--- config.mk ---
export PLATFORM = sky130hd
export DESIGN_NAME = pcio_pin
export DESIGN_NICKNAME = d
export VERILOG_FILES = /design/src/rtl/pcio_pkg.sv /design/src/rtl/pcio_pin.sv /design/src/rtl/pcio_pwm.sv
export SDC_FILE = /design/constraint.sdc
export NUM_CORES = 1
export LEC_CHECK = 0
export ABC_AREA = 1
export BUFFER_PORTS_ARGS = -buffer_cell sky130_fd_sc_hd__buf_2
export CAP_MARGIN = 30
export CORE_ASPECT_RATIO = 0.6
export CORE_MARGIN = 5
export CORE_UTILIZATION = 39
export CTS_BUF_LIST = sky130_fd_sc_hd__clkbuf_4 sky130_fd_sc_hd__clkbuf_8
export DETAILED_ROUTE_END_ITERATION = 6
export PLACE_DENSITY = 0.63
export RECOVER_POWER = 100
export SETUP_SLACK_MARGIN = 0.15
export SLEW_MARGIN = 10
export SYNTH_ARGS = -nofsm -noshare
export SYNTH_HDL_FRONTEND = slang
export SYNTH_SLANG_ARGS = --single-unit
--- constraint.sdc ---
create_clock -name ref_clk -period 2.5 [get_ports ref_clk]
set_clock_uncertainty 0.15 [all_clocks]
set_input_delay 0.125 -clock ref_clk [delete_from_list [all_inputs] [get_ports ref_clk]]
set_output_delay 0.125 -clock ref_clk [all_outputs]
set_load 0.02 [all_outputs]
--- src/rtl/pcio_pkg.sv ---
// Package for the protection-clear I/O pin: modes, settings carrier, timing.
// Assumes a single 100 MHz clock and no register bus.
package pcio_pkg;

  // Clock and pulse timing
  localparam int CLK_PERIOD_NS = 10;
  localparam int PULSE_LOW_NS = 30000;
  // Least time, rounded up to whole cycles
  localparam int PULSE_CYC_INT = (PULSE_LOW_NS + CLK_PERIOD_NS - 1) / CLK_PERIOD_NS;
  localparam int CNT_W = 12;
  localparam logic [CNT_W-1:0] PULSE_CYC = CNT_W'(PULSE_CYC_INT);
  // Quiet time after our own pulse so its echo is not taken as input
  localparam logic [CNT_W-1:0] SETTLE_CYC = 12'h008;

  // PWM setting widths and reset values
  localparam int PWM_W = 24;
  localparam logic [PWM_W-1:0] PWM_PERIOD_RST = 24'h000000;
  localparam logic [PWM_W-1:0] PWM_ACTIVE_RST = 24'h000000;

  // Reset levels
  localparam logic PIN_IDLE_LVL = 1'b1;
  localparam logic [1:0] SYNC_RST = 2'h3;

  typedef enum logic [1:0] {
    PCIO_FUNC_CLEAR = 2'h0,
    PCIO_FUNC_INPUT = 2'h1,
    PCIO_FUNC_OUTPUT = 2'h3
  } pcio_func_e;

  typedef enum logic [1:0] {
    PCIO_SRC_TRUE = 2'h0,
    PCIO_SRC_FALSE = 2'h1,
    PCIO_SRC_PWM = 2'h3
  } pcio_src_e;

  typedef enum logic [1:0] {
    PCIO_TX_IDLE = 2'h0,
    PCIO_TX_DRIVE = 2'h1,
    PCIO_TX_SETTLE = 2'h3
  } pcio_tx_e;

  typedef struct packed {
    logic [1:0] func;
    logic invert;
    logic [1:0] src;
    logic [PWM_W-1:0] pwm_period;
    logic [PWM_W-1:0] pwm_active;
  } pcio_cfg_s;

  // Pin level for a logical value: true is low unless inverted
  function automatic logic pin_level(input logic value, input logic invert);
    pin_level = ~value ^ invert;
  endfunction : pin_level

endpackage : pcio_pkg

--- src/rtl/pcio_pin.sv ---
// Logic behind I/O pin 1: protection-clear pulse exchange, level input, output.
// Assumes settings are quasi-static ports; pin is open-collector style, three signals.
`timescale 1ns/1ns
// Function
// - Pin takes exactly one function: protection clear, general input or general output.
// - Invert setting reverses the sense of every pin pulse and level.
// - In protection-clear function, pin activity can clear latched protection.
// - In input function, the pin level is detected and reported internally.
// - In output function, drive constant true, constant false or PWM.
// - True drives low normally, high when inverted.
// - False drives high normally, low when inverted.
// - PWM period and active fraction come from programmable settings.
// - Protection-clear function is bidirectional: receives and sends pulses.
// - Exchanged pulses hold their active low phase at least 30 us.
// - Valid incoming pulse clears latched protection.
// - After protection release, load turning off-to-on emits one pulse.
// - A pulse is a high-to-low edge in default polarity.
module pcio_pin (
  input wire logic ref_clk,
  input wire logic nrst,
  input pcio_pkg::pcio_cfg_s cfg,
  input wire logic protection_latched,
  input wire logic load_on,
  input wire logic pin_in,
  output logic pin_out,
  output logic pin_oe,
  output logic protection_clear,
  output logic input_level
);

  logic sync1;
  logic pin_sync;
  logic rx_active;
  logic rx_seen_idle;
  logic [pcio_pkg::CNT_W-1:0] rx_cnt;
  logic rx_hit;
  logic load_d;
  logic load_rise;
  logic release_armed;
  logic prot_d;
  logic emit_req;
  pcio_pkg::pcio_tx_e tx_state;
  pcio_pkg::pcio_tx_e next_tx_state;
  logic [pcio_pkg::CNT_W-1:0] tx_cnt;
  logic pwm_act;
  logic next_pin_out;
  logic next_pin_oe;
  logic is_clear;

  assign is_clear = (cfg.func == pcio_pkg::PCIO_FUNC_CLEAR);

  // Two-flop synchroniser; only the second stage is used
  always_ff @(posedge ref_clk or negedge nrst) begin
    if (!nrst) begin
      sync1 <= pcio_pkg::PIN_IDLE_LVL;
      pin_sync <= pcio_pkg::PIN_IDLE_LVL;
    end else begin
      sync1 <= pin_in;
      pin_sync <= sync1;
    end
  end

  // Detected level after polarity
  always_ff @(posedge ref_clk or negedge nrst) begin
    if (!nrst) begin
      input_level <= pcio_pkg::PIN_IDLE_LVL;
    end else if (cfg.func == pcio_pkg::PCIO_FUNC_INPUT) begin
      input_level <= pin_sync ^ cfg.invert;
    end
  end

  // Incoming pulse: active level is low, or high when inverted
  assign rx_active = (pin_sync == cfg.invert) && is_clear && (tx_state == pcio_pkg::PCIO_TX_IDLE);
  assign rx_hit = rx_active && rx_seen_idle && (rx_cnt == pcio_pkg::PULSE_CYC - pcio_pkg::CNT_W'(1));

  // A level stuck active from start is no edge, so an idle level must be seen first
  always_ff @(posedge ref_clk or negedge nrst) begin
    if (!nrst) begin
      rx_seen_idle <= 1'b0;
    end else if (!is_clear) begin
      rx_seen_idle <= 1'b0;
    end else if (!rx_active && tx_state == pcio_pkg::PCIO_TX_IDLE) begin
      rx_seen_idle <= 1'b1;
    end
  end

  // Low-time counter, saturating; glitches restart it
  always_ff @(posedge ref_clk or negedge nrst) begin
    if (!nrst) begin
      rx_cnt <= '0;
    end else if (!rx_active || !rx_seen_idle) begin
      rx_cnt <= '0;
    end else if (rx_cnt != pcio_pkg::PULSE_CYC) begin
      rx_cnt <= rx_cnt + pcio_pkg::CNT_W'(1);
    end
  end

  // One-cycle clear request once the minimum width is met
  always_ff @(posedge ref_clk or negedge nrst) begin
    if (!nrst) begin
      protection_clear <= 1'b0;
    end else begin
      protection_clear <= rx_hit && protection_latched;
    end
  end

  // Release tracking; a fresh release wins over the clear from emission
  always_ff @(posedge ref_clk or negedge nrst) begin
    if (!nrst) begin
      prot_d <= 1'b0;
      load_d <= 1'b0;
    end else begin
      prot_d <= protection_latched;
      load_d <= load_on;
    end
  end

  assign load_rise = load_on && !load_d;
  assign emit_req = load_rise && release_armed && !protection_latched && is_clear;

  always_ff @(posedge ref_clk or negedge nrst) begin
    if (!nrst) begin
      release_armed <= 1'b0;
    end else if (prot_d && !protection_latched) begin
      release_armed <= 1'b1;
    end else if (protection_latched || (emit_req && tx_state == pcio_pkg::PCIO_TX_IDLE)) begin
      release_armed <= 1'b0;
    end
  end

  // Outgoing pulse sequencer
  always_comb begin
    next_tx_state = tx_state;
    unique case (tx_state)
      pcio_pkg::PCIO_TX_IDLE: begin
        if (emit_req) begin
          next_tx_state = pcio_pkg::PCIO_TX_DRIVE;
        end
      end
      pcio_pkg::PCIO_TX_DRIVE: begin
        if (!is_clear) begin
          next_tx_state = pcio_pkg::PCIO_TX_IDLE;
        end else if (tx_cnt == pcio_pkg::PULSE_CYC - pcio_pkg::CNT_W'(1)) begin
          next_tx_state = pcio_pkg::PCIO_TX_SETTLE;
        end
      end
      pcio_pkg::PCIO_TX_SETTLE: begin
        if (!is_clear || tx_cnt == pcio_pkg::SETTLE_CYC - pcio_pkg::CNT_W'(1)) begin
          next_tx_state = pcio_pkg::PCIO_TX_IDLE;
        end
      end
      default: begin
        next_tx_state = pcio_pkg::PCIO_TX_IDLE;
      end
    endcase
  end

  always_ff @(posedge ref_clk or negedge nrst) begin
    if (!nrst) begin
      tx_state <= pcio_pkg::PCIO_TX_IDLE;
    end else begin
      tx_state <= next_tx_state;
    end
  end

  always_ff @(posedge ref_clk or negedge nrst) begin
    if (!nrst) begin
      tx_cnt <= '0;
    end else if (next_tx_state != tx_state) begin
      tx_cnt <= '0;
    end else if (tx_state != pcio_pkg::PCIO_TX_IDLE) begin
      tx_cnt <= tx_cnt + pcio_pkg::CNT_W'(1);
    end
  end

  pcio_pwm u_pwm (
    .ref_clk(ref_clk),
    .nrst(nrst),
    .enable(cfg.func == pcio_pkg::PCIO_FUNC_OUTPUT && cfg.src == pcio_pkg::PCIO_SRC_PWM),
    .period(cfg.pwm_period),
    .active(cfg.pwm_active),
    .pwm_active(pwm_act)
  );

  // Pin drive selection; illegal function codes release the pin
  always_comb begin
    next_pin_out = pcio_pkg::PIN_IDLE_LVL;
    next_pin_oe = 1'b0;
    unique case (cfg.func)
      pcio_pkg::PCIO_FUNC_CLEAR: begin
        next_pin_oe = (next_tx_state == pcio_pkg::PCIO_TX_DRIVE);
        next_pin_out = pcio_pkg::pin_level(1'b1, cfg.invert);
      end
      pcio_pkg::PCIO_FUNC_INPUT: begin
        next_pin_oe = 1'b0;
      end
      pcio_pkg::PCIO_FUNC_OUTPUT: begin
        next_pin_oe = 1'b1;
        unique case (cfg.src)
          pcio_pkg::PCIO_SRC_TRUE: next_pin_out = pcio_pkg::pin_level(1'b1, cfg.invert);
          pcio_pkg::PCIO_SRC_FALSE: next_pin_out = pcio_pkg::pin_level(1'b0, cfg.invert);
          pcio_pkg::PCIO_SRC_PWM: next_pin_out = pcio_pkg::pin_level(pwm_act, cfg.invert);
          default: next_pin_out = pcio_pkg::pin_level(1'b0, cfg.invert);
        endcase
      end
      default: begin
        next_pin_oe = 1'b0;
      end
    endcase
  end

  always_ff @(posedge ref_clk or negedge nrst) begin
    if (!nrst) begin
      pin_out <= pcio_pkg::PIN_IDLE_LVL;
      pin_oe <= 1'b0;
    end else begin
      pin_out <= next_pin_out;
      pin_oe <= next_pin_oe;
    end
  end

  // Helper: length of the current driven pulse in clear function
  logic [pcio_pkg::CNT_W-1:0] drv_len;
  always_ff @(posedge ref_clk or negedge nrst) begin
    if (!nrst) begin
      drv_len <= '0;
    end else if (pin_oe && is_clear) begin
      drv_len <= drv_len + pcio_pkg::CNT_W'(1);
    end else begin
      drv_len <= '0;
    end
  end

  property p_input_released;
    @(posedge ref_clk) disable iff (!nrst)
    (cfg.func == pcio_pkg::PCIO_FUNC_INPUT) ##1 (cfg.func == pcio_pkg::PCIO_FUNC_INPUT) |-> !pin_oe;
  endproperty
  a_input_released: assert property (p_input_released) else $error("pin driven in input function");

  property p_true_level;
    @(posedge ref_clk) disable iff (!nrst)
    (cfg.func == pcio_pkg::PCIO_FUNC_OUTPUT && cfg.src == pcio_pkg::PCIO_SRC_TRUE) ##1
    $stable(cfg) |-> pin_oe && (pin_out == cfg.invert);
  endproperty
  a_true_level: assert property (p_true_level) else $error("true source wrong level");

  property p_false_level;
    @(posedge ref_clk) disable iff (!nrst)
    (cfg.func == pcio_pkg::PCIO_FUNC_OUTPUT && cfg.src == pcio_pkg::PCIO_SRC_FALSE) ##1
    $stable(cfg) |-> pin_oe && (pin_out == !cfg.invert);
  endproperty
  a_false_level: assert property (p_false_level) else $error("false source wrong level");

  property p_pwm_follow;
    @(posedge ref_clk) disable iff (!nrst)
    (cfg.func == pcio_pkg::PCIO_FUNC_OUTPUT && cfg.src == pcio_pkg::PCIO_SRC_PWM) ##1
    $stable(cfg) |-> pin_out == ($past(pwm_act) ~^ cfg.invert);
  endproperty
  a_pwm_follow: assert property (p_pwm_follow) else $error("pin not following pwm");

  property p_drive_width;
    @(posedge ref_clk) disable iff (!nrst)
    $fell(pin_oe) && is_clear && $past(is_clear) |-> drv_len == pcio_pkg::PULSE_CYC;
  endproperty
  a_drive_width: assert property (p_drive_width) else $error("emitted pulse width wrong");

  property p_clear_cause;
    @(posedge ref_clk) disable iff (!nrst)
    protection_clear |-> $past(protection_latched) && $past(rx_cnt) == pcio_pkg::PULSE_CYC - pcio_pkg::CNT_W'(1);
  endproperty
  a_clear_cause: assert property (p_clear_cause) else $error("clear without valid pulse");

  property p_clear_single;
    @(posedge ref_clk) disable iff (!nrst)
    protection_clear |=> !protection_clear;
  endproperty
  a_clear_single: assert property (p_clear_single) else $error("clear longer than one cycle");

  property p_emit_start;
    @(posedge ref_clk) disable iff (!nrst)
    emit_req && tx_state == pcio_pkg::PCIO_TX_IDLE |=> pin_oe && pin_out == cfg.invert;
  endproperty
  a_emit_start: assert property (p_emit_start) else $error("no pulse after turn on");

  property p_clear_drive_level;
    @(posedge ref_clk) disable iff (!nrst)
    pin_oe && is_clear && $stable(cfg.invert) |-> pin_out == cfg.invert;
  endproperty
  a_clear_drive_level: assert property (p_clear_drive_level) else $error("pulse at idle level");

  property p_input_report;
    @(posedge ref_clk) disable iff (!nrst)
    cfg.func == pcio_pkg::PCIO_FUNC_INPUT |=> input_level == ($past(pin_sync) ^ $past(cfg.invert));
  endproperty
  a_input_report: assert property (p_input_report) else $error("input level not reported");

  c_clear: cover property (@(posedge ref_clk) disable iff (!nrst) protection_clear);
  c_emit: cover property (@(posedge ref_clk) disable iff (!nrst) $fell(pin_oe) && is_clear);
  c_pwm: cover property (@(posedge ref_clk) disable iff (!nrst)
    cfg.src == pcio_pkg::PCIO_SRC_PWM && pin_oe && $rose(pin_out));

endmodule : pcio_pin

--- src/rtl/pcio_pwm.sv ---
// PWM generator: active for pwm_active cycles of every pwm_period cycles.
// Assumes settings are static while enabled; a period of zero holds inactive.
`timescale 1ns/1ns
module pcio_pwm (
  input wire logic ref_clk,
  input wire logic nrst,
  input wire logic enable,
  input wire logic [pcio_pkg::PWM_W-1:0] period,
  input wire logic [pcio_pkg::PWM_W-1:0] active,
  output logic pwm_active
);

  logic [pcio_pkg::PWM_W-1:0] count;
  logic wrap;

  assign wrap = (count >= period - pcio_pkg::PWM_W'(1));

  // Free-running phase counter; a shrunk period wraps at once
  always_ff @(posedge ref_clk or negedge nrst) begin
    if (!nrst) begin
      count <= pcio_pkg::PWM_PERIOD_RST;
    end else if (!enable || period == pcio_pkg::PWM_PERIOD_RST || wrap) begin
      count <= pcio_pkg::PWM_PERIOD_RST;
    end else begin
      count <= count + pcio_pkg::PWM_W'(1);
    end
  end

  always_ff @(posedge ref_clk or negedge nrst) begin
    if (!nrst) begin
      pwm_active <= 1'b0;
    end else begin
      pwm_active <= enable && (period != pcio_pkg::PWM_PERIOD_RST) && (count < active);
    end
  end

endmodule : pcio_pwm

* Yosys cells after proc, flatten, opt, wreduce, memory -nomap -nowiden
Cells that the tools add are included. W data, S select, Z words.
Storage, ports and cells: flip-flop bits (word level) 61, bits of input ports 58, word-level logic and storage cells 90
Cells by class: add/subtract/negate cells 4, magnitude comparators 2, eq/ne operators 13, mux-type cells 17, bitwise logic cells 4, reduce and logical (&&, ||, !) cells 35
Operators by type and width (count):
- $mux W12 | 4
- $add A12 B1 Y12 const B | 2
- $add A24 B1 Y24 const B | 1
- $eq A12 B12 Y1 const B | 2
- $ge A24 B24 Y1 | 1
- $logic_not A24 Y1 | 1
- $lt A24 B24 Y1 | 1
- $mux W24 | 1
- $reduce_bool A24 Y1 | 1
- $sub A24 B1 Y24 const B | 1
- $logic_and A1 B1 Y1 | 15
- $eq A12 B3 Y1 const B | 1
- $ne A12 B12 Y1 const B | 1
- $mux W2 | 4
- $reduce_bool A2 Y1 | 4
- $eq A2 B1 Y1 const B | 3
- $eq A2 B2 Y1 const B | 3
- $logic_not A1 Y1 | 6
- $logic_not A2 Y1 | 3
- $pmux W1 S2 | 3
- $pmux W2 S3 | 1
- $logic_or A1 B1 Y1 | 5
- $mux W1 | 4
- $ne A2 B1 Y1 const B | 1
- other kinds (4) | 6

* Depth between registers and ports, before layout
Gate-level depths: netlist of run 1.
word-level depth 9, depth in mapped cells 21, gate-level depth less buffers 20

* By module
Synthesis of run 1 repeated with hierarchy kept, for this count alone.
Second synthesis, totals: cell total of the unflattened synthesis 697, area total of the unflattened synthesis 5062.4 um2
Modules (own cells, without submodules):
- pcio_pwm | times used 1, cells each 467, area each 3159.3 um2, sequential area each 625.6 um2
- pcio_pin | times used 1, cells each 230, area each 1903.1 um2, sequential area each 905.9 um2

* Worst setup path after synthesis of run 1
No wires, ideal clock.
kind input to register, start point input cfg[24] (netlist bit), end point register u_pwm.count[6] (netlist bit), library setup time 0.071 ns, arrival time 2.248 ns, data required time 2.279 ns, path slack 0.031 ns, stages 21, path through inv_1 -> ha_1 -> nand2_1 -> inv_2 -> nand2_2 -> nor2_4 -> nand2_2 -> nor2_2 -> xor2_1 -> inv_1 -> ha_1 -> nand2_1 -> inv_1 -> nand2_1 -> nand2_1 -> nand2_1 -> nand2_1 -> a21oi_1 -> nand4_4 -> buf_6 -> nor2_1
Between the ends: longest elaborated chain between the ends 4, elaborated cells between the ends (all ways) 6, classes of those cells add/sub: 1; order compare: 1; mux: 1; reduce/logical: 3
Ends and longest elaborated chain:
- start: declaration | line pcio_pin.sv:21 | input pcio_pkg::pcio_cfg_s cfg,
- $sub A24 B1 Y24 or $logic_not A24 Y1 (tied branches) | line pcio_pwm.sv:16, pcio_pwm.sv:22
- $ge A24 B24 Y1 or $logic_or A1 B1 Y1 (tied branches) | line pcio_pwm.sv:16, pcio_pwm.sv:22
- $logic_or A1 B1 Y1 (*) | line pcio_pwm.sv:22 | end else if (!enable || period == pcio_pkg::PWM_PERIOD_RST || wrap) begin
- $mux W24 (*) | line pcio_pwm.sv:22
- end signal: assignment | line pcio_pwm.sv:21 | count <= pcio_pkg::PWM_PERIOD_RST;
- end signal: assignment | line pcio_pwm.sv:23 | count <= pcio_pkg::PWM_PERIOD_RST;
- end signal: assignment | line pcio_pwm.sv:25 | count <= count + pcio_pkg::PWM_W'(1);
- end: declaration | line pcio_pwm.sv:13 | logic [pcio_pkg::PWM_W-1:0] count;
Mark *: on every way between the ends. The rest lies on a longest branch, timed or not. A chain may end at the register's enable or synchronous reset.

* Worst setup path in the final report of run 1
start point input cfg[24] (netlist bit), end point register u_pwm.count[21] (netlist bit)
Same word-level chain as after synthesis.

==> results_dict.tcl, run 1 <==
set metrics [dict create \
    first_iter_violations 196 \
    fin_area_um2 6240 \
    finalSetupViolations 0 \
    die_w_um 155 \
    core-area_um2 12200 \
    grt_pass1_wl_mm 19.1 \
    cp.arrival_ns 2.40 \
    n_fill_cell 1163 \
    ys.warnings.count 0 \
    cts.clk_slew.worst_paths_ns 0.06 \
    startpoint "cfg[24]" \
    hold_start "cfg[51]" \
    path_max_fanout 6 \
    relSlewSlack_pct 22.2 \
    gp_congestion 0.837 \
    detail-route-antenna-nets 0 \
    cap_violations 0 \
    vias 4482 \
    layout.nets 880 \
    pwr-share-seq_pct 46.6 \
    cts.sinks 61 \
    critPathCaptureType "register" \
    p_clk_share_pct 33.8 \
    p_sw_share_pct 28.6 \
    p_leak_nw 3.14 \
    post-place-ws_ns -0.202 \
    powerDensity_nw_per_um2 394 \
    cts.path.max_buffers 2 \
    drt-vias-per-instance 4.79 \
    fmax_ghz 0.431 \
    start_util_pct 40.3 \
    layout_min_cycle_time_ns 2.32 \
    crit_required_ns 2.58 \
    dr.pass1.iters 5 \
    drcViolationCount 0 \
    hold_viol 0 \
    placed_area_um2 5680 \
    io_buffers 61 \
    fin_total_pwr_mw 2.46 \
    vdd_drop_max_mv 0.213 \
    synth.avg_cell_area_um2 7.54 \
    startpoint_type "input pin" \
    wire_per_inst_um 13.0 \
    cts_tree "built" \
    r2r_start "tx_state[1]" \
    hold_class "in -> reg" \
    cts_inserted_buffers 9 \
    pwr-share-comb_pct 19.6 \
    hpwl_mm 9.42 \
    grt_pass1_vias 4154 \
    antenna_found_initial 0 \
    grt_max_degree 38 \
    routed_wl_mm 12.2 \
    p_int_mw 1.76 \
    synth_nets 768 \
    h-tree-depth 3 \
    maxSlewViolCount 0 \
    clock_latency_ns 0.35 \
    area_growth_syn_to_layout_pct 26.7 \
    finalCritPeriodShare_pct 92.8 \
    path_class "in -> reg" \
    tightest_slew_ns 1.17 \
    grt-ovfl-total 0 \
    grt_setup_unrepaired "true" \
    dp_cells 908 \
    syn-instance-count 653 \
    root_buffer "clkbuf_8" \
    synth.distinct_cells 40 \
    track_usage_pct 15.4 \
    die_h_um 97.1 \
    ys_ff_latch 61 \
    switching_power_uw 703 \
    instances_no_fill 935 \
    rows 31 \
    io_pins 62 \
    dieArea_um2 15100 \
    ys_seq_area_share_pct 31.1 \
    diodes 0 \
    tns_ns 0 \
    fin_ws_ns 0.180 \
    syn_area_um2 4930 \
    drive_above_1_share_pct 23.9 \
    status "finished, final reports clean" \
]
==> synthesized netlist by cell type (all sizes together) <==
| cell type | n | area, um2 |
|---|---|---|
| and2 | 1 | 6.26 |
| mux2i | 1 | 10.0 |
| nor3 | 17 | 123 |
| a21boi | 1 | 7.51 |
| and3 | 1 | 7.51 |
| ha | 57 | 713 |
| nand4 | 16 | 115 |
| xor2 | 30 | 263 |
| buf | 4 | 41.3 |
| mux2 | 1 | 11.3 |
| dfrtp | 57 | 1430 |
| nand2 | 129 | 499 |
| nand3 | 29 | 150 |
| o211ai | 2 | 15.0 |
| a21oi | 32 | 160 |
| o21ai | 16 | 91.3 |
| or2 | 1 | 6.26 |
| dfstp | 4 | 105 |
| nor4 | 3 | 46.3 |
| o31a | 1 | 8.76 |
| o21a | 2 | 15.0 |
| xnor2 | 18 | 158 |
| inv | 110 | 415 |
| nand3b | 1 | 20.0 |
| o311ai | 1 | 8.76 |
| a21o | 2 | 15.0 |
| nor2 | 116 | 488 |
==> worst paths after layout <==
check | cells past startpoint | slack (ns) | endpoint
setup / recovery | 21 | 0.18 | u_pwm.count[21]
hold / removal | 4 | 0.04 | pin_oe
setup reg to reg | 6 | 0.28 | rx_cnt[4]
hold reg to reg | 0 | 0.22 | pin_sync
max in group asynchronous | 3 | 0.44 | rx_cnt[3]
min in group asynchronous | 2 | 0.16 | u_pwm.count[5]
==> power by group through the flow <==
stage	clock, mW	sequential [mW]	combinational (mW)
3_3_place_gp	0	1.16	0.431
3_5_place_dp	0	1.16	0.446
2_1_floorplan	0	1.15	0.265
5_1_grt	0.898	1.16	0.554
6_report	0.832	1.15	0.483
4_1_cts	0.861	1.14	0.453
==> cell usage in the layout (no fill, tap or decap), types with 15 or more instances in the layout <==
master / Yosys / layout
nand4_1: 15 / 15
nand3_1: 28 / 26
nor2_4: 5 / 28
buf_4: 1 / 36
xnor2_1: 18 / 18
nor2_1: 105 / 76
a21oi_1: 32 / 31
xor2_1: 30 / 30
o21ai_0: 11 / 16
inv_1: 106 / 104
nand2_1: 123 / 118
ha_1: 57 / 55
buf_2: 0 / 46
dfrtp_1: 57 / 57
==> cell type report <==
cell class / count / area [um2] / area share [%]
clock buffers: 15 / 188 / 3.01
well taps: 165 / 206 / 3.31
flip-flops and latches: 61 / 1530 / 24.5
clock inverters: 1 / 5.00 / 0.0802
inverters: 110 / 423 / 6.78
repair buffers: 105 / 678 / 10.9
multi-input cells: 478 / 3210 / 51.4
==> kinds of logic after synthesis <==
family	after synthesis	share of synthesized area (%)
mux	2	0.432
buf+inv	114	9.27
xor+xnor	48	8.53
fa+ha+maj	57	14.5
compound gates	57	6.53
flops	61	31.1
simple gates	314	29.7
==> timing repair <==
item                                    in CTS  in global routing
buffers inserted                             0                  2
hold buffers                                 5                  0
hold endpoints to repair                    38                  0
gates resized for setup                      0                 93
endpoints found under the setup margin       0                 24
==> through the flow <==
step / hold WS [ns] / utilization [%]
after floorplan: -0.321 / -
after global placement: 0.0813 / 46.5
after detailed placement: 0.0829 / 46.5
after CTS: 0.0214 / 48.5
after global routing: 0.0570 / 51.1
final: 0.0415 / 51.1
==> sequential cells by signal, indices dropped and copies added, names as in the netlist <==
register and flops:
pin_sync 1, input_level 1, pin_oe 1, tx_cnt 12, load_d 1, pin_out 1
u_pwm.pwm_active 1, protection_clear 1, rx_seen_idle 1, release_armed 1, tx_state 2, rx_cnt 12
sync1 1, u_pwm.count 24, prot_d 1
==> worst max-delay path, stage by stage <==
cell and delay (ns):
buf_6 0.09, inv_4 0.06, ha_4 0.14, nand2_4 0.05, inv_4 0.06, nand2_4 0.05, nor2_4 0.13, nand2_4 0.08
nor2_4 0.12, nand4_1 0.09, nand2_1 0.08, inv_1 0.05, ha_1 0.31, nand2_4 0.07, nor2_4 0.08, nand4_1 0.13
inv_1 0.14, nand2_1 0.10, nand4_4 0.14, buf_4 0.24, nor2_1 0.06
==> metal layers <==
layer | up-vias | track usage [%] | share of wire (%)
li1 | 2303 | - | -
met1 | 2058 | 22.8 | 50
met2 | 108 | 22.4 | 43
met3 | 13 | 3.87 | 6.1
met4 | 0 | 3.73 | 1.0
met5 | - | 0 | 0
Power figures use the tool's default switching activity.
==> inputs of run 2 (changes only) <==
--- a/config.mk
+++ b/config.mk
@@ -10,3 +10,3 @@
 export CAP_MARGIN = 30
-export CORE_ASPECT_RATIO = 0.6
+export CORE_ASPECT_RATIO = 1.4
 export CORE_MARGIN = 5
@@ -15,2 +15,3 @@
 export DETAILED_ROUTE_END_ITERATION = 6
+export HOLD_SLACK_MARGIN = 0.02
 export PLACE_DENSITY = 0.63
==> constraint.sdc (replaced) <==
create_clock -name ref_clk -period 2.5 [get_ports ref_clk]
set_clock_uncertainty 0.15 [all_clocks]
set_input_delay 0.5 -clock ref_clk [delete_from_list [all_inputs] [get_ports ref_clk]]
set_output_delay 0.5 -clock ref_clk [all_outputs]
set_load 0.02 [all_outputs]
==> run 2 against run 1 <==
Compared with the run above: the flow now finishes with violations (negative setup slack); largest power group unchanged; hold slack gained 0.056 ns; power grew 1.7%; via count shrank 0.20%; clock power grew 5.2%; critical path type unchanged.
==> results_dict.tcl, run 2 (synthesized netlist as in run 1, its figures left out) <==
set metrics [dict create \
    status "complete, but fails checks" \
    io_pins 62 \
    powerDensity_nw_per_um2 399 \
    cpPeakStageDelay_ns 0.24 \
    track_usage_pct 16.4 \
    relSlewSlack_pct 2.36 \
    die_w_um 105 \
    finalCritPeriodShare_pct 105 \
    mostFrequentLayoutCells "114 x nand2_1, 102 x inv_1, 79 x nor2_1" \
    path_class "in -> reg" \
    vias 4473 \
    crit_required_ns 2.63 \
    dr.pass1.iters 7 \
    largestRegisters "u_pwm.count: 24 flops, rx_cnt: 12 flops, tx_cnt: 12 flops" \
    regMostFlops "u_pwm.count" \
    diodes 0 \
    fmax_ghz 0.381 \
    placed_area_um2 5750 \
    start_util_pct 39.8 \
    maxSlewViolCount 0 \
    finalSetupViolations 24 \
    clock_latency_ns 0.35 \
    cts.sinks 61 \
    detail-route-antenna-nets 0 \
    grt_setup_unrepaired "true" \
    rows 48 \
    final_common_cell "nand2_1" \
    drcViolationCount 0 \
    path_cells "buf_8 -> inv_12 -> buf_4 -> nand2_4 -> nor2_4 -> nand2_4 -> nor2_4 -> nand3_2 -> xor2_1 -> inv_1 -> ha_4 -> a21o_1 -> nor2_1 -> nand2_2 -> a21oi_4 -> buf_12 -> nand4_4 -> nor2_2" \
    io_buffers 61 \
    cts.path.max_buffers 2 \
    antenna_found_initial 0 \
    p_leak_nw 3.17 \
    grt_pass1_wl_mm 20.5 \
    startpoint_type "input pin" \
    cts.clk_slew.worst_paths_ns 0.07 \
    h-tree-depth 3 \
    cpMaxStageDelayCell "ha_4" \
    n_fill_cell 1197 \
    dieArea_um2 15000 \
    fin_ws_ns -0.124 \
    core-area_um2 12400 \
    root_buffer "clkbuf_8" \
    hpwl_mm 9.39 \
    hold_viol 0 \
    drt-vias-per-instance 4.81 \
    die_h_um 143 \
    gp_congestion 0.907 \
    cts.hold.buffers_added 0 \
    violations "negative setup slack" \
    drive_above_1_share_pct 26.7 \
    first_iter_violations 153 \
    routed_wl_mm 12.0 \
    vdd_drop_max_mv 0.293 \
    grt_max_degree 29 \
    tightest_slew_ns 1.46 \
    cts_inserted_buffers 9 \
    path_max_fanout 6 \
    grt_pass1_vias 4621 \
    cts_tree "built" \
    wire_per_inst_um 12.9 \
    layout.nets 889 \
    cap_violations 0 \
    critPathCaptureType "register" \
    layout_min_cycle_time_ns 2.62 \
    fin_area_um2 6280 \
    largest_register_ffs 24 \
    grt-ovfl-total 0 \
    hold_class "in -> reg" \
    cp.arrival_ns 2.75 \
    area_growth_syn_to_layout_pct 27.4 \
    post-place-ws_ns -0.572 \
]
run 2: metal layers:
metal / vias up / part of all wire [%] / track usage, %
met5: - / 0 / 0
met4: 0 / 1.1 / 5.05
met3: 10 / 3.2 / 2.40
met2: 69 / 51 / 29.0
met1: 2068 / 44 / 20.6
li1: 2326 / - / -
run 2: power by group:
part / switching [mW] / internal (mW)
combinational: 0.272 / 0.214
clock: 0.406 / 0.469
sequential: 0.0686 / 1.07
run 2: timing repair:
| item | 4_1_cts | 5_1_grt |
|---|---|---|
| pin swaps | 40 | 28 |
| cloned | 3 | 0 |
| buffers inserted | 8 | 3 |
| resized for setup | 33 | 35 |
| endpoints found under the setup margin | 24 | 24 |
run 2: path summary, 6_finish.rpt:
path / start / endpoint / slack, ns / depth (start not counted)
worst max-delay path: cfg[24] / u_pwm.count[9] / -0.12 / 18
worst min-delay path: pin_in / sync1 / 0.1 / 1
worst max register to register: tx_state[1] / rx_cnt[1] / 0.19 / 8
worst min register to register: sync1 / pin_sync / 0.22 / 0
max in group asynchronous: nrst / u_pwm.count[13] / 0.46 / 2
min in group asynchronous: nrst / tx_cnt[7] / 0.34 / 1
run 2: layout make-up:
cell class | count | area (um2) | share of cell area (%)
clock buffers | 10 | 131 | 2.09
inverters | 110 | 434 | 6.92
flip-flops and latches | 61 | 1530 | 24.4
well taps | 150 | 188 | 2.99
repair buffers | 111 | 713 | 11.4
multi-input cells | 481 | 3220 | 51.2
clock inverters | 6 | 63.8 | 1.02
run 2: metrics by stage:
step	total power [mW]	setup TNS, ns	hold WS [ns]	utilization (%)	cells
2_1_floorplan	1.42	-1.63	0.0544	-	653
3_3_place_gp	1.60	-10.94	0.208	46.5	899
3_5_place_dp	1.62	-12.86	0.206	46.5	899
4_1_cts	2.53	-2.06	0.0384	50.1	926
5_1_grt	2.66	-6.37	0.0871	50.7	929
6_report	2.50	-1.78	0.0979	50.7	929
run 2: worst max-delay path, delay by kind of cell:
family	cells	cell delay (ns)
buffers and inverters	5	0.48
AND/OR/NAND/NOR	9	1.10
XOR/XNOR	1	0.15
adder cells (fa/ha/maj)	1	0.24
AO/OA/AOI/OAI	2	0.28
==> inputs of run 3 (changes only) <==
CORE_MARGIN = default   (was 5)
CORE_UTILIZATION = 55   (was 39)
PLACE_DENSITY = 0.82   (was 0.63)
==> run 3 against run 2 <==
Compared with the run above: the flow still finishes with violations (negative setup slack); utilization grew 19 points; wire length is 2.5% lower; register-to-register slack worse by 0.04 ns; clock power barely moved; die area fell by 38%; power shrank 0.15%; final area down 3.5%; sequential power barely moved; first-iteration DRC count is 65% higher; flip-flop and latch count is the same.
==> results_dict.tcl, run 3 (synthesized netlist as in run 1, its figures left out) <==
set metrics [dict create \
    clock_latency_ns 0.35 \
    die_h_um 114 \
    drcViolationCount 0 \
    gp_congestion 0.862 \
    antenna_found_initial 0 \
    busiest_layer "met2" \
    grt.met3_usage_pct 3.92 \
    vias 4644 \
    fmax_ghz 0.382 \
    cp.arrival_ns 2.74 \
    hpwl_mm 8.80 \
    largest_register_ffs 24 \
    final_common_cell "nand2_1" \
    area_growth_syn_to_layout_pct 23.0 \
    dieArea_um2 9340 \
    cts.sinks 61 \
    p_clk_share_pct 35.1 \
    tns_ns -2.02 \
    io_buffers 61 \
    cpPeakStageDelay_ns 0.21 \
    core-area_um2 8660 \
    maxSlewViolCount 0 \
    switching_power_uw 746 \
    critPathCaptureType "register" \
    drt-vias-per-instance 5.30 \
    relSlewSlack_pct 1.49 \
    whs_path_depth 1 \
    powerDensity_nw_per_um2 413 \
    violations "negative setup slack" \
    path_max_fanout 12 \
    grt_pass1_vias 4554 \
    cap_violations 0 \
    dr.pass1.iters 5 \
    p_leak_nw 3.11 \
    die_w_um 82.0 \
    root_buffer "clkbuf_8" \
    path_cells "clkbuf_4 -> inv_12 -> ha_4 -> nand2_4 -> inv_2 -> nand2_4 -> nor2_4 -> nand2_2 -> nor2_4 -> xor2_1 -> inv_1 -> ha_4 -> nand2_1 -> inv_1 -> nand2_1 -> nand2_1 -> nand2_1 -> nand2_2 -> a21oi_2 -> nand4_4 -> buf_12 -> nor2_1" \
    r2r-end "rx_cnt[1]" \
    reg2reg_depth 8 \
    regMostFlops "u_pwm.count" \
    pwr-share-comb_pct 19.2 \
    p_sw_share_pct 29.8 \
    h-tree-depth 3 \
    drive_above_1_share_pct 24.0 \
    hold_viol 0 \
    cts.path.max_buffers 2 \
    track_usage_pct 25.5 \
    holdPathEnd "sync1" \
    layout.nets 881 \
    r2r_start "tx_state[0]" \
    finalCritPeriodShare_pct 105 \
    post-place-ws_ns -0.418 \
    hold_class "in -> reg" \
    grt_setup_unrepaired "true" \
    path_class "in -> reg" \
    first_iter_violations 252 \
    finalSetupViolations 24 \
    mostFrequentLayoutCells "117 x nand2_1, 102 x inv_1, 87 x nor2_1" \
    cts_setup_buffers 0 \
    layout_min_cycle_time_ns 2.62 \
    status "complete, but fails checks" \
    cts_tree "built" \
    routed_wl_mm 11.7 \
    hold_start "pin_in" \
    io_pins 62 \
    cts.clk_slew.worst_paths_ns 0.08 \
    cpMaxStageDelayCell "ha_4" \
    largestRegisters "u_pwm.count: 24 flops, rx_cnt: 12 flops, tx_cnt: 12 flops" \
    cts_inserted_buffers 9 \
    wire_per_inst_um 13.3 \
    whs_ns 0.0905 \
    diodes 0 \
    p_int_mw 1.75 \
    grt_pass1_wl_mm 18.6 \
    fin_ws_ns -0.116 \
    grt_max_degree 62 \
    pwr-share-seq_pct 45.7 \
    grt-ovfl-total 0 \
    startpoint_type "input pin" \
    tightest_slew_ns 1.48 \
    crit_required_ns 2.62 \
    gr-usage-met1_pct 28.0 \
    use_met2_pct 46.4 \
    detail-route-antenna-nets 0 \
    vdd_drop_max_mv 0.304 \
    reg2reg_slack_ns 0.15 \
    rows 40 \
    crit_top_cell "nand2_1" \
    start_util_pct 56.9 \
]
==> run 3: changes by cell type in the layout (fill, tap and decap cells not counted), moves of 3 or more <==
cell     delta
buf_4       -9
nand4_4     -3
nand2_1     +3
o21ai_1     +3
nor2_2      -8
nand2_4     -3
buf_2       +3
o21ai_2     -3
nor2_1      +8
==> run 3: stage by stage <==
| stage | cells | instance area [um2] | power (mW) | util [%] |
|---|---|---|---|---|
| after floorplan | 653 | 4990 | 1.42 | - |
| after global placement | 857 | 5730 | 1.60 | 66.1 |
| after detailed placement | 857 | 5730 | 1.63 | 66.1 |
| after CTS | 874 | 5940 | 2.50 | 68.6 |
| after global routing | 876 | 6060 | 2.62 | 70.0 |
| final | 876 | 6060 | 2.50 | 70.0 |
==> run 3: power groups by stage <==
stage               Combinational (mW)  Clock, mW  Sequential (mW)
floorplan                        0.271          0             1.15
global placement                 0.444          0             1.15
detailed placement               0.471          0             1.16
CTS                              0.475      0.879             1.14
global route                     0.546      0.925             1.15
finish                           0.480      0.877             1.14
==> run 3: critical path, delay by kind of cell <==
family / cells / cell delay (ns)
xor gates and xnor gates: 1 / 0.15
adders and majority gates: 2 / 0.34
and+or+nand+nor: 12 / 0.98
AOI/OAI and AO/OA: 1 / 0.15
buffers and inverters: 6 / 0.62
==> run 3: worst max path at each step <==
stage	startpoint	to	cells past startpoint
3_3_place_gp	cfg[24]	u_pwm.count[10]	22
5_1_grt	cfg[31]	u_pwm.count[17]	19
2_1_floorplan	cfg[26]	u_pwm.count[10]	17
3_5_place_dp	cfg[26]	u_pwm.count[20]	18
4_1_cts	cfg[25]	u_pwm.count[4]	21
6_report	cfg[24]	u_pwm.count[17]	22
==> run 3: per-layer routing <==
metal | vias to the layer above | share of wire [%]
li1 | 2295 | -
met1 | 2149 | 39
met2 | 161 | 53
met3 | 39 | 4.5
met4 | 0 | 3.1
met5 | - | 0
==> run 3: cell type report <==
type	instances	area, um2
sequential	61	1530
clock inverter	6	63.8
inverter	110	432
multi-input combinational	478	3080
tap	105	131
timing repair buffer	106	684
fill	668	2600
clock buffer	10	131
==> run 3: repair_timing <==
| action | 4_1_cts | 5_1_grt |
|---|---|---|
| endpoints found under the hold margin | 28 | 0 |
| resized for setup | 3 | 38 |
| pin swaps | 2 | 9 |
| hold buffers | 1 | 0 |
| setup endpoints to repair | 24 | 24 |
| gates cloned | 0 | 2 |
